File: src/pit_defs.svh
// Register offsets, field positions, reset values and timing counts of the interval timer.
`ifndef PIT_DEFS_SVH
`define PIT_DEFS_SVH

`define PIT_ADDR_W          8
`define PIT_DATA_W          8
`define PIT_OFF_MODE        8'hF1
`define PIT_OFF_COUNT       8'hF2
`define PIT_OFF_PRESCALE    8'hF3
`define PIT_OFF_PORT5_DATA  8'hF5
`define PIT_OFF_PORT5_DIR   8'hF6

`define PIT_MODE_OSEL_HI    7
`define PIT_MODE_OSEL_LO    6
`define PIT_MODE_IMODE_HI   5
`define PIT_MODE_IMODE_LO   4
`define PIT_MODE_ENABLE     3
`define PIT_MODE_LOAD       2

`define PIT_PRE_MOD_HI      7
`define PIT_PRE_MOD_LO      2
`define PIT_PRE_SRC_INT     1
`define PIT_PRE_CONTINUOUS  0

`define PIT_PORT5_TIMER_OUTPUT_PIN_BIT  6
`define PIT_PORT5_TIN_BIT   2

`define PIT_RST_MODE        8'h00
`define PIT_RST_COUNT       8'h00
`define PIT_RST_PRESCALE    8'h00
`define PIT_RST_PORT5_DATA  8'h00
`define PIT_RST_PORT5_DIR   8'hFF

`define PIT_MCLK_HZ         25000000
`define PIT_ICLK_DIV        2
`define PIT_TCLK_ICLKS      4
`define PIT_TCLK_DIV        (`PIT_ICLK_DIV * `PIT_TCLK_ICLKS)

`endif

File: src/pit_pkg.sv
// Types shared by the interval timer.
package pit_pkg;

  typedef enum logic [1:0] {
    PIT_OSEL_PORT  = 2'h0,
    PIT_OSEL_RSVD  = 2'h1,
    PIT_OSEL_TIMER_OUTPUT_PIN  = 2'h2,
    PIT_OSEL_ICLK  = 2'h3
  } pit_osel_type;

  typedef enum logic [1:0] {
    PIT_IN_EXTCLK  = 2'h0,
    PIT_IN_GATED   = 2'h1,
    PIT_IN_TRIG    = 2'h2,
    PIT_IN_RETRIG  = 2'h3
  } pit_imode_type;

  typedef enum logic [1:0] {
    PIT_TRG_WAIT   = 2'b01,
    PIT_TRG_GO     = 2'b10
  } pit_trg_type;

endpackage

File: src/pit_timer.sv
// Prescaled 8-bit interval timer with register port, input pin modes and output pin.
`timescale 1ns/100ps
`include "pit_defs.svh"

module pit_timer
  import pit_pkg::*;
(
  input  wire logic                   mclk,
  input  wire logic                   srst,
  input  wire logic [`PIT_ADDR_W-1:0] reg_addr,
  input  wire logic [`PIT_DATA_W-1:0] reg_wdata,
  input  wire logic                   reg_wr,
  input  wire logic                   reg_rd,
  output logic      [`PIT_DATA_W-1:0] reg_rdata,
  input  wire logic                   timer_input_pin,
  output logic                        timer_output_pin,
  output logic                        timer_output_oe,
  output logic                        timer_end_irq,
  output logic                        input_edge_irq
);

  logic [7:0]        mode_ff;
  logic [7:0]        nxt_mode;
  logic [7:0]        pre_ff;
  logic [7:0]        nxt_pre;
  logic [7:0]        init_ff;
  logic [7:0]        nxt_init;
  logic [7:0]        cnt_ff;
  logic [7:0]        nxt_cnt;
  logic [5:0]        pcnt_ff;
  logic [5:0]        nxt_pcnt;
  logic [2:0]        div_ff;
  logic [2:0]        nxt_div;
  logic              halt_ff;
  logic              nxt_halt;
  logic              tog_ff;
  logic              nxt_tog;
  logic              iclk_ff;
  logic              nxt_iclk;
  logic [7:0]        pdata_ff;
  logic [7:0]        nxt_pdata;
  logic [7:0]        pdir_ff;
  logic [7:0]        nxt_pdir;
  logic              pin_ff;
  logic              nxt_pin;
  logic              oe_ff;
  logic              nxt_oe;
  logic              tend_ff;
  logic              nxt_tend;
  logic              tedge_ff;
  logic              nxt_tedge;
  logic [7:0]        rdata_ff;
  logic [7:0]        nxt_rdata;
  logic              tin_meta_ff;
  logic              tin_sync_ff;
  logic              tin_prev_ff;
  pit_trg_type       trg_ff;
  pit_trg_type       nxt_trg;

  logic              wr_mode;
  logic              wr_load;
  logic              wr_en_rise;
  logic              fall;
  logic              tick;
  logic              iclk_pulse;
  logic              enabled;
  logic              ext_src;
  logic              continuous;
  logic              ev;
  logic              pre_end;
  logic              cnt_end;
  logic              hw_load;
  logic              do_load;
  pit_imode_type     imode;
  pit_osel_type      osel;

  // Two-flop synchroniser; only the second stage and its delayed copy feed logic.
  always_ff @(posedge mclk) begin
    if (srst) begin
      tin_meta_ff <= 1'b1;
      tin_sync_ff <= 1'b1;
      tin_prev_ff <= 1'b1;
    end else begin
      tin_meta_ff <= timer_input_pin;
      tin_sync_ff <= tin_meta_ff;
      tin_prev_ff <= tin_sync_ff;
    end
  end

  assign fall       = tin_prev_ff & ~tin_sync_ff;
  assign wr_mode    = reg_wr && (reg_addr == `PIT_OFF_MODE);
  assign wr_load    = wr_mode && reg_wdata[`PIT_MODE_LOAD];
  assign wr_en_rise = wr_mode && reg_wdata[`PIT_MODE_ENABLE] && !mode_ff[`PIT_MODE_ENABLE];
  assign tick       = (div_ff == 3'(`PIT_TCLK_DIV - 1));
  assign iclk_pulse = div_ff[0];
  assign enabled    = mode_ff[`PIT_MODE_ENABLE];
  assign ext_src    = !pre_ff[`PIT_PRE_SRC_INT];
  assign continuous = pre_ff[`PIT_PRE_CONTINUOUS];
  assign imode      = pit_imode_type'(mode_ff[`PIT_MODE_IMODE_HI:`PIT_MODE_IMODE_LO]);
  assign osel       = pit_osel_type'(mode_ff[`PIT_MODE_OSEL_HI:`PIT_MODE_OSEL_LO]);

  // Clock event for the prescaler, chosen by source and input mode.
  always_comb begin
    ev = 1'b0;
    if (enabled) begin
      if (!ext_src) begin
        ev = tick;
      end else begin
        case (imode)
          PIT_IN_EXTCLK: ev = fall;
          PIT_IN_GATED:  ev = tick && tin_sync_ff;
          PIT_IN_TRIG:   ev = tick && (trg_ff == PIT_TRG_GO);
          PIT_IN_RETRIG: ev = tick && (trg_ff == PIT_TRG_GO);
          default:       ev = 1'b0;
        endcase
      end
    end
  end

  // An edge that triggers the timer loads the initial values by itself.
  always_comb begin
    hw_load = 1'b0;
    if (enabled && ext_src && fall) begin
      case (imode)
        PIT_IN_TRIG:   hw_load = (trg_ff == PIT_TRG_WAIT);
        PIT_IN_RETRIG: hw_load = 1'b1;
        default:       hw_load = 1'b0;
      endcase
    end
  end

  assign do_load = wr_load || hw_load;
  assign pre_end = ev && (pcnt_ff == 6'h01);
  assign cnt_end = pre_end && !halt_ff && (cnt_ff == 8'h01);

  // Next state of the counting chain and the registers software writes.
  always_comb begin
    nxt_mode  = mode_ff;
    nxt_pre   = pre_ff;
    nxt_init  = init_ff;
    nxt_cnt   = cnt_ff;
    nxt_pcnt  = pcnt_ff;
    nxt_div   = div_ff + 3'h1;
    nxt_halt  = halt_ff;
    nxt_tog   = tog_ff;
    nxt_iclk  = ~iclk_ff;
    nxt_pdata = pdata_ff;
    nxt_pdir  = pdir_ff;
    nxt_trg   = trg_ff;
    // The load bit lives for exactly one internal clock.
    if (iclk_pulse) begin
      nxt_mode[`PIT_MODE_LOAD] = 1'b0;
    end
    if (ev) begin
      if (pre_end) begin
        nxt_pcnt = pre_ff[`PIT_PRE_MOD_HI:`PIT_PRE_MOD_LO];
      end else begin
        // Modulo zero wraps 0 to 63 and so divides by sixty-four.
        nxt_pcnt = pcnt_ff - 6'h01;
      end
    end
    if (pre_end && !halt_ff) begin
      if (cnt_end) begin
        nxt_tog = ~tog_ff;
        if (continuous) begin
          nxt_cnt = init_ff;
        end else begin
          nxt_cnt  = 8'h00;
          nxt_halt = 1'b1;
          if (ext_src && (imode == PIT_IN_TRIG || imode == PIT_IN_RETRIG)) begin
            nxt_mode[`PIT_MODE_ENABLE] = 1'b0;
          end
        end
      end else begin
        // An initial value of zero wraps to 255, giving 256 counts.
        nxt_cnt = cnt_ff - 8'h01;
      end
    end
    if (!enabled) begin
      nxt_trg = PIT_TRG_WAIT;
    end else if (hw_load) begin
      nxt_trg = PIT_TRG_GO;
    end
    if (do_load) begin
      nxt_pcnt = pre_ff[`PIT_PRE_MOD_HI:`PIT_PRE_MOD_LO];
      nxt_cnt  = init_ff;
      nxt_halt = 1'b0;
    end
    if (wr_load) begin
      nxt_tog = 1'b1;
    end
    // Restarting the divider puts the first tick four internal clocks out.
    if (wr_load || wr_en_rise) begin
      nxt_div = 3'h0;
    end
    if (reg_wr) begin
      case (reg_addr)
        `PIT_OFF_MODE:       nxt_mode  = reg_wdata;
        `PIT_OFF_COUNT:      nxt_init  = reg_wdata;
        `PIT_OFF_PRESCALE:   nxt_pre   = reg_wdata;
        `PIT_OFF_PORT5_DATA: nxt_pdata = reg_wdata;
        `PIT_OFF_PORT5_DIR:  nxt_pdir  = reg_wdata;
        default:             nxt_pdir  = pdir_ff;
      endcase
    end
  end

  always_ff @(posedge mclk) begin
    if (srst) begin
      mode_ff  <= `PIT_RST_MODE;
      pre_ff   <= `PIT_RST_PRESCALE;
      init_ff  <= `PIT_RST_COUNT;
      cnt_ff   <= `PIT_RST_COUNT;
      pcnt_ff  <= 6'h00;
      div_ff   <= 3'h0;
      halt_ff  <= 1'b1;
      tog_ff   <= 1'b1;
      iclk_ff  <= 1'b0;
      pdata_ff <= `PIT_RST_PORT5_DATA;
      pdir_ff  <= `PIT_RST_PORT5_DIR;
      trg_ff   <= PIT_TRG_WAIT;
    end else begin
      mode_ff  <= nxt_mode;
      pre_ff   <= nxt_pre;
      init_ff  <= nxt_init;
      cnt_ff   <= nxt_cnt;
      pcnt_ff  <= nxt_pcnt;
      div_ff   <= nxt_div;
      halt_ff  <= nxt_halt;
      tog_ff   <= nxt_tog;
      iclk_ff  <= nxt_iclk;
      pdata_ff <= nxt_pdata;
      pdir_ff  <= nxt_pdir;
      trg_ff   <= nxt_trg;
    end
  end

  // Pin, interrupt and read-data outputs, each from its own flip-flop.
  always_comb begin
    case (osel)
      PIT_OSEL_TIMER_OUTPUT_PIN: nxt_pin = nxt_tog;
      PIT_OSEL_ICLK: nxt_pin = nxt_iclk;
      default:       nxt_pin = nxt_pdata[`PIT_PORT5_TIMER_OUTPUT_PIN_BIT];
    endcase
    if (wr_load && osel == PIT_OSEL_TIMER_OUTPUT_PIN) begin
      nxt_pin = 1'b1;
    end
    nxt_oe    = !nxt_pdir[`PIT_PORT5_TIMER_OUTPUT_PIN_BIT];
    nxt_tend  = cnt_end;
    nxt_tedge = fall;
    nxt_rdata = 8'h00;
    if (reg_rd) begin
      case (reg_addr)
        `PIT_OFF_MODE:       nxt_rdata = mode_ff;
        `PIT_OFF_COUNT:      nxt_rdata = cnt_ff;
        `PIT_OFF_PRESCALE:   nxt_rdata = pre_ff;
        `PIT_OFF_PORT5_DATA: begin
          nxt_rdata = pdata_ff;
          nxt_rdata[`PIT_PORT5_TIN_BIT] = tin_sync_ff;
          // The pin bit always reports what the pin is driving now.
          nxt_rdata[`PIT_PORT5_TIMER_OUTPUT_PIN_BIT] = pin_ff;
        end
        `PIT_OFF_PORT5_DIR:  nxt_rdata = pdir_ff;
        default:             nxt_rdata = 8'h00;
      endcase
    end
  end

  always_ff @(posedge mclk) begin
    if (srst) begin
      pin_ff   <= 1'b0;
      oe_ff    <= 1'b0;
      tend_ff  <= 1'b0;
      tedge_ff <= 1'b0;
      rdata_ff <= 8'h00;
    end else begin
      pin_ff   <= nxt_pin;
      oe_ff    <= nxt_oe;
      tend_ff  <= nxt_tend;
      tedge_ff <= nxt_tedge;
      rdata_ff <= nxt_rdata;
    end
  end

  assign timer_output_pin = pin_ff;
  assign timer_output_oe  = oe_ff;
  assign timer_end_irq    = tend_ff;
  assign input_edge_irq   = tedge_ff;
  assign reg_rdata        = rdata_ff;

endmodule

File: config.mk
export PLATFORM = sky130hd
export DESIGN_NAME = pit_timer
export DESIGN_NICKNAME = d
export VERILOG_FILES = /design/src/pit_pkg.sv /design/src/pit_timer.sv
export VERILOG_INCLUDE_DIRS = /design/src
export SDC_FILE = /design/constraint.sdc
export NUM_CORES = 1
export LEC_CHECK = 0
export ABC_AREA = 1
export BUFFER_PORTS_ARGS = -buffer_cell sky130_fd_sc_hd__buf_2
export CAP_MARGIN = 20
export CORE_MARGIN = 3
export CORE_UTILIZATION = 56
export DETAILED_ROUTE_END_ITERATION = 8
export HOLD_SLACK_MARGIN = 0.03
export PLACE_DENSITY = 0.76
export SLEW_MARGIN = 20
export SYNTH_ARGS = -nofsm -noshare
export SYNTH_HDL_FRONTEND = slang
export SYNTH_SLANG_ARGS = --single-unit
File: constraint.sdc
create_clock -name mclk -period 2.3 [get_ports mclk]
set_input_delay 0.115 -clock mclk [delete_from_list [all_inputs] [get_ports mclk]]
set_output_delay 0.115 -clock mclk [all_outputs]
set_load 0.01 [all_outputs]
# Yosys cells after proc, flatten, opt, wreduce, memory -nomap -nowiden
# Index checks and enable logic that the tools add are counted.
[classes]
addsub = 3
mul = 0
n_div = 0
order_cmp = 0
n_eq_ne = 16
shifts = 0
n_mux = 33
bitwise = 6
n_reduce_logical = 34
[op_table]
columns = ["op", "count"]
rows = [
  ["equality test 8 bit (second input constant)", 5],
  ["case mux 8 bit (5 select lines)", 1],
  ["2-to-1 mux 8 bit", 4],
  ["2-to-1 mux 7 bit", 4],
  ["2-to-1 mux 6 bit", 3],
  ["2-to-1 mux 1 bit", 16],
  ["logical AND 1 bit", 13],
  ["equality test 2 bit (second input constant)", 5],
  ["AND reduction 2 bit", 5],
  ["equality test 8 x 1 -> 1 bit (second input constant)", 1],
  ["2-to-1 mux 4 bit", 2],
  ["OR reduction 2 bit", 4],
  ["subtractor 8 x 1 -> 8 bit (second input constant)", 1],
  ["equality test 6 x 1 -> 1 bit (second input constant)", 1],
  ["nonzero test 2 bit", 3],
  ["subtractor 6 x 1 -> 6 bit (second input constant)", 1],
  ["inverter 1 bit", 5],
  ["equality test 2 x 1 -> 1 bit (second input constant)", 2],
  ["logical NOT 1 bit", 4],
  ["case mux 1 bit (2 select lines)", 2],
  ["adder 3 x 1 -> 3 bit (second input constant)", 1],
  ["equality test 3 bit (second input constant)", 1],
  ["logical OR 1 bit", 3],
  ["case mux 1 bit (3 select lines)", 1],
  ["4 further kinds", 4],
]
[totals]
register_bits = 77
latchBits = 0
ram_bits = 0
romBits = 0
output_inout_bits = 12
elab_cells = 115
memories = 0

# Longest topological paths before layout
# Gate-level depths: netlist of the first run.
[depth]
ltp_word = 13
ltp_mapped = 13

# Worst setup path after synthesis of the first run
# No wires, ideal clock.
[synth_timing]
path_type = "register to register"
start = "register div_ff[0]"
end = "register cnt_ff[5]"
setup_time_ns = 0.069
arrival_ns = 1.714
required_ns = 2.231
slack_ns = 0.517
stages_incl_launch_ff = 12
path_buffers = 1
period_less_slack_ns = 1.783
path_cell_list = "dfxtp_1 > ha_1 > ha_1 > nand3_1 > nand2_1 > nand2_1 > nand2_1 > nand4_1 > buf_2 > nor2_1 > nand3_1 > a21oi_2"
[synth_between]
elab_chain_len = 11
word_cells_on_any_way = 13
classes_between = "1 x eq/ne; 6 x mux; 6 x reduce/logical"
[synth_rtl]
columns = ["item", "line_no", "rtl"]
rows = [
  ["start, declared", "pit_timer.sv:32", "logic [2:0] div_ff;"],
  ["start signal, assigned", "pit_timer.sv:228", "div_ff <= nxt_div;"],
  ["equality test 3 bit (*)", "pit_timer.sv:94", "assign tick = (div_ff == 3'(`PIT_TCLK_DIV - 1));"],
  ["logical AND 1 bit (on tied branches)", "pit_timer.sv:112, pit_timer.sv:113, pit_timer.sv:111", ""],
  ["case mux 1 bit (3 select lines)", "pit_timer.sv:109", "case (imode)"],
  ["2-to-1 mux 1 bit (*)", "pit_timer.sv:106", "if (!ext_src) begin"],
  ["2-to-1 mux 1 bit (*)", "pit_timer.sv:105", "if (enabled) begin"],
  ["logical AND 1 bit (*)", "pit_timer.sv:133", "assign pre_end = ev && (pcnt_ff == 6'h01);"],
  ["logical AND 1 bit (*)", "pit_timer.sv:134, pit_timer.sv:162", ""],
  ["logical AND 1 bit", "pit_timer.sv:134", "assign cnt_end = pre_end && !halt_ff && (cnt_ff == 8'h01);"],
  ["2-to-1 mux 8 bit", "pit_timer.sv:163", "if (cnt_end) begin"],
  ["2-to-1 mux 8 bit", "pit_timer.sv:162", "if (pre_end && !halt_ff) begin"],
  ["2-to-1 mux 8 bit", "pit_timer.sv:184", "if (do_load) begin"],
  ["end signal, assigned", "pit_timer.sv:213", "cnt_ff <= `PIT_RST_COUNT;"],
  ["end signal, assigned", "pit_timer.sv:226", "cnt_ff <= nxt_cnt;"],
  ["end, declared", "pit_timer.sv:28", "logic [7:0] cnt_ff;"],
]
# Mark *: on every way between the ends. The rest lies on a longest branch, timed or not. The select of a mux whose other input is x is not followed.
# A chain may end at the register's enable or synchronous reset.

# Final worst setup path of the first run
# Ends and elaborated chain as after synthesis.

==> results.ini, run 1 <==
[status]
status = complete, no violations

[yosys]
netlist_instances = 485
synth_seq_cells = 76
synth_area_leaders = dfxtp_1 (42%), nand2_1 (8.1%), a21oi_1 (6.2%)
syn_nets = 512
synth_top_area_frac = 0.421
postSynthAreaPerCell_um2 = 7.44
yosys_warnings = 0
netlist_area_um2 = 3610
seq_area_frac_synth = 0.421
synth_cell_types = 38
yosys.area.top_type = dfxtp_1

[critical_path]
required_ns = 2.54
cp-endpoint = cnt_ff[5]
cp_max_fo = 10
worstReg2RegStart = div_ff[0]
startpoint_type = register
r2r_slack_ns = 0.30
crit_path_end_kind = register
arrival_ns = 2.24
worstRegToRegCells = 11
critPathKind = reg -> reg
reg2reg_to = cnt_ff[5]
cp-startpoint = div_ff[0]

[timing]
min_period_ns = 2.00
finalMaxSlewViolations = 0
rsz0062_at_grt = no
fmax_mhz = 500
setup_viol = 0
skew_ns = 0.0112
relSlewSlack = 0.658
worst_slack_ns = 0.300
post-route-period-util = 0.870
final.setup.tns_ns = 0
worst_slew_pin_slew_ns = 0.511
hold_viol_final = 0

[layout]
instances_no_fill = 601
drive_above_1_share = 0.202
final_core_util = 0.663
areaGrowthSynthToFinish_pct = 11.9
finalNetCount = 548
diodes = 0

[grt]
first_global_vias = 3131
grt_overflow = 0
grt_max_degree = 27
antenna_found_initial = 0
top_usage_layer = met2
met3_usage = 0.0437
gr-usage-all-layers = 0.254
grt_pass1_wl_mm = 14.8
use_met1 = 0.339
global_route.usage.met2 = 0.411

[clocking]
worstSkewPairLatency_ns = 0.36
clk_pin_slew_ns = 0.08
cts_tree = done
cts_buffer_depth = 2
cts_buffers = 9
cts_root_buffer = clkbuf_8
h-tree-depth = 3
clock_sinks = 76

[floorplanning]
dieArea_um2 = 7450
rows = 28
core-area_um2 = 6100
ioPinCount = 33
fp.dieH_um = 86.3
fp.dieW_um = 86.3
start_util = 0.592

[placement]
place_inst = 584
hpwl_mm = 6.68
pre_cts_ws_ns = 0.300
gp_congestion = 0.873
port_buffers = 32

[route]
ant_nets = 0
wl_per_cell_um = 14.9
vias = 3332
routed_wl_mm = 8.97
viasPerCell = 5.54
drtIter0Drc = 310
dr.pass1.iters = 5
drc = 0

[power]
p_leak_nw = 1.66
ir_drop_v = 0.000541
p_per_area_nw_per_um2 = 592

[worst_hold_path]
hold_path.class = in -> reg

[flow_run]
max_cap_violations = 0

## report_power, final
group	switching [mW]	total (mW)	internal, mW
combinational	0.0743	0.109	0.0343
clock	0.547	0.955	0.408
sequential	0.00494	1.33	1.32
total	0.626	2.39	1.77
## layer usage
layer	wire, µm	up-vias
met5	0	-
met4	218	0
met3	603	22
met2	4110	115
met1	4030	1521
li1	-	1674
## Yosys cell counts, drive strengths merged
cell type and instances:
nor2 36, o211ai 3, xnor2 2, o21ai 56, nor4 1, xor2 6, a211oi 2, clkbuf 11
a21oi 54, inv 77, nand3b 1, a31o 1, clkinv 1, ha 6, nand4 10, o31ai 1
buf 3, or2 3, a221oi 3, nor3 4, nand3 41, o2111ai 1, o22ai 5, dfxtp 76
nand2 81
## flip-flops by register name, indices dropped and copies added, names as in the netlist, 2 cells and up
| register | flops |
|---|---|
| cnt_ff | 8 |
| div_ff | 3 |
| init_ff | 8 |
| mode_ff | 8 |
| pcnt_ff | 6 |
| pdata_ff | 7 |
| pdir_ff | 8 |
| pre_ff | 8 |
| reg_rdata | 8 |
| trg_ff | 2 |
## what timing repair did
item,CTS,global route
resized for setup,0,0
hold buffers,1,0
setup buffers,0,0
hold endpoints to repair,1,0
## final cells by class
class,instances,area [µm²]
well taps,75,93.8
flip-flops and latches,76,1520
clock buffers,9,124
inverters,78,295
clock inverters,7,58.8
multi-input cells,317,1730
fillers,536,2060
repair buffers,39,215
## worst min path at each step
stage / from / to / slack [ns] / cells past startpoint
after detailed placement: timer_input_pin / tin_meta_ff / 0.31 / 2
after global placement: timer_input_pin / tin_meta_ff / 0.30 / 2
after global routing: reg_wdata[5] / pdir_ff[5] / 0.04 / 3
final: reg_wdata[0] / pdir_ff[0] / 0.04 / 3
after floorplan: timer_input_pin / tin_meta_ff / 0.22 / 1
after CTS: reg_wdata[0] / pdir_ff[0] / 0.04 / 3
## logic make-up after synthesis
family | count (synthesis) | share of synthesized area
AO/OA/AOI/OAI | 126 | 0.205
XOR/XNOR | 8 | 0.0194
adder cells (fa/ha/maj) | 6 | 0.0208
buffers and inverters | 92 | 0.0991
flip-flops | 76 | 0.421
AND/OR/NAND/NOR | 177 | 0.234
## layout by cell type, fill, tap and decap left out, types with 4 or more instances in the layout
cell	instances
a21oi_1	45
a21oi_2	9
buf_2	32
buf_4	6
clkbuf_8	9
dfxtp_1	76
ha_1	6
inv_1	59
inv_2	17
nand2_1	78
nand3_1	40
nand4_1	10
nor2_1	30
nor2_4	4
o21ai_0	45
o21ai_2	8
o22ai_1	5
xor2_1	6
## stage by stage
| step | instance area [µm²] | hold slack, ns | total power [mW] |
|---|---|---|---|
| after CTS | 4040 | 0.0371 | 2.39 |
| after global placement | 3850 | 0.301 | 1.46 |
| final | 4040 | 0.0421 | 2.39 |
| after detailed placement | 3850 | 0.307 | 1.47 |
| after floorplan | 3610 | 0.219 | 1.41 |
| after global routing | 4040 | 0.0408 | 2.47 |
## critical path, cell delays in order (launching register included)
cell     delay, ns
dfxtp_1       0.36
ha_1          0.15
ha_1          0.16
nand3_1       0.09
nand2_1       0.07
nand2_1       0.04
nand2_1       0.12
nand4_1       0.18
nor2_2        0.38
o21ai_0       0.17
nand3_1       0.13
a21oi_2       0.05
Power figures use the tool's default switching activity.
==> run 2, diff against run 1 <==
==> constraint.sdc (replaced) <==
create_clock -name mclk -period 2.4 [get_ports mclk]
set_input_delay 0.12 -clock mclk [delete_from_list [all_inputs] [get_ports mclk]]
set_output_delay 0.12 -clock mclk [all_outputs]
set_load 0.01 [all_outputs]
==> results.ini, run 2 (synthesized netlist as in run 1, its figures left out) <==
[timing]
worst_slew_pin_slew_ns = 0.622  ; +0.111 ns
fin_hold_ws_ns = 0.0397  ; -0.00231 ns
min_period_ns = 2.11  ; +0.114 ns
skew_ns = 0.0112  ; +0.0000516 ns
rsz0062_at_grt = no
post-route-period-util = 0.881  ; +0.0114
setup_viol = 0  ; unchanged
final.setup.tns_ns = 0  ; unchanged
hold_viol_final = 0  ; unchanged
relSlewSlack = 0.584  ; -0.0748
fmax_mhz = 473  ; -5.4%
finalMaxSlewViolations = 0  ; unchanged

[grt]
grt_overflow = 0  ; unchanged
top_usage_layer = met2
antenna_found_initial = 0  ; unchanged
grt_pass1_wl_mm = 14.8  ; unchanged
use_met1 = 0.342  ; +0.00297
met3_usage = 0.0456  ; +0.00190
global_route.usage.met2 = 0.404  ; -0.00701
grt_max_degree = 47  ; +74%
first_global_vias = 3113  ; -0.57%
gr-usage-all-layers = 0.257  ; +0.00299

[floorplanning]
dieArea_um2 = 7450  ; unchanged
fp.dieW_um = 86.3  ; unchanged
core-area_um2 = 6100  ; unchanged
rows = 28  ; unchanged
start_util = 0.592  ; unchanged
ioPinCount = 33  ; unchanged
fp.dieH_um = 86.3  ; unchanged

[route]
drtIter0Drc = 339  ; +9.4%
drc = 0  ; unchanged
vias = 3354  ; +0.66%
wl_per_cell_um = 15.2  ; +1.6%
routed_wl_mm = 9.07  ; +1.1%
viasPerCell = 5.61  ; +1.2%
dr.pass1.iters = 5  ; unchanged
ant_nets = 0  ; unchanged

[critical_path]
critPathKind = reg -> reg
crit_path_end_kind = register
arrival_ns = 2.41  ; +0.17 ns
required_ns = 2.69  ; +0.15 ns
startpoint_type = register
cp_max_fo = 8  ; -2

[clocking]
cts_buffers = 9  ; unchanged
h-tree-depth = 3  ; unchanged
worstSkewPairLatency_ns = 0.36  ; about the same
clk_pin_slew_ns = 0.09  ; about the same
cts_tree = done
clock_sinks = 76  ; unchanged
ctsResizeCount = 0  ; unchanged
cts_buffer_depth = 2  ; unchanged
cts_root_buffer = clkbuf_8

[placement]
hpwl_mm = 6.62  ; -0.89%
gp_congestion = 0.917  ; +5.1%
port_buffers = 32  ; unchanged
placed_cell_area_um2 = 3820  ; -0.59%
place_inst = 581  ; -0.51%

[layout]
finalNetCount = 545  ; -0.55%
regArea_um2 = 1520  ; unchanged
final_common_cell = nand2_1
most-common-layout-cells = nand2_1 (78), dfxtp_1 (76), inv_1 (59), o21ai_0 (45), a21oi_1 (45)
instances_no_fill = 598  ; -0.50%
drive_above_1_share = 0.197  ; -0.00458
final_core_util = 0.659  ; -0.00390
final_area_um2 = 4020  ; -0.59%
fill_cells = 543  ; +1.3%
diodes = 0  ; unchanged
multi_input_area_um2 = 1730  ; unchanged
areaGrowthSynthToFinish_pct = 11.2

[status]
status = complete, no violations

[flow_run]
max_cap_violations = 0  ; unchanged

[worst_hold_path]
hold_path.class = in -> reg

[power]
p_per_area_nw_per_um2 = 573  ; -3.3%
ir_drop_v = 0.000504  ; -6.7%
p_leak_nw = 1.64  ; -1.2%

## run 2: cell count changes in the layout (fill, tap and decap cells not counted)
cell and change:
clkinvlp_4 +1, clkinv_4 -2, buf_4 -3, inv_6 +1
## run 2: power by group
part,leakage [nW],switching [mW],internal [mW]
sequential,0.614,0.00464,1.27
combinational,0.938,0.0709,0.0318
clock,0.0886,0.532,0.391
## run 2: what timing repair did
| item | in CTS | in global routing |
|---|---|---|
| hold endpoints to repair | 1 | 0 |
| hold buffers | 1 | 0 |
| buffers inserted | 0 | 0 |
## run 2: final timing paths
path         cells past startpoint     endpoint    startpoint  slack (ns)
max reg2reg                     10    cnt_ff[5]     div_ff[0]        0.29
min                              3   pdir_ff[0]  reg_wdata[0]        0.04
min reg2reg                      1  tin_sync_ff   tin_meta_ff        0.42
max                             10    cnt_ff[5]     div_ff[0]        0.29
## run 2: metrics by stage
step / setup slack [ns] / total power, mW
after global routing: 0.110 / 2.37
after detailed placement: 0.337 / 1.40
after global placement: 0.457 / 1.40
final: 0.285 / 2.30
after floorplan: 0.617 / 1.36
after CTS: 0.306 / 2.31
## run 2: area by class of cell
cell class,instances,share of cell area
clock buffers,9,0.0309
well taps,75,0.0234
multi-input cells,317,0.431
repair buffers,36,0.0480
flip-flops and latches,76,0.379
inverters,78,0.0735
clock inverters,7,0.0143
## run 2: critical path, cell delays in order, from the launching register on
cell	delay (ns)
dfxtp_1	0.36
ha_1	0.17
ha_1	0.17
nand3_1	0.08
nand2_1	0.07
nand2_1	0.05
nand2_1	0.11
nand4_1	0.18
nor2_1	0.54
nand3_1	0.17
a21oi_2	0.14
## run 2: per-layer routing
metal / part of all wire / up-vias
li1: - / 1663
met1: 0.44 / 1533
met2: 0.45 / 134
met3: 0.073 / 24
met4: 0.032 / 0
met5: 0 / -
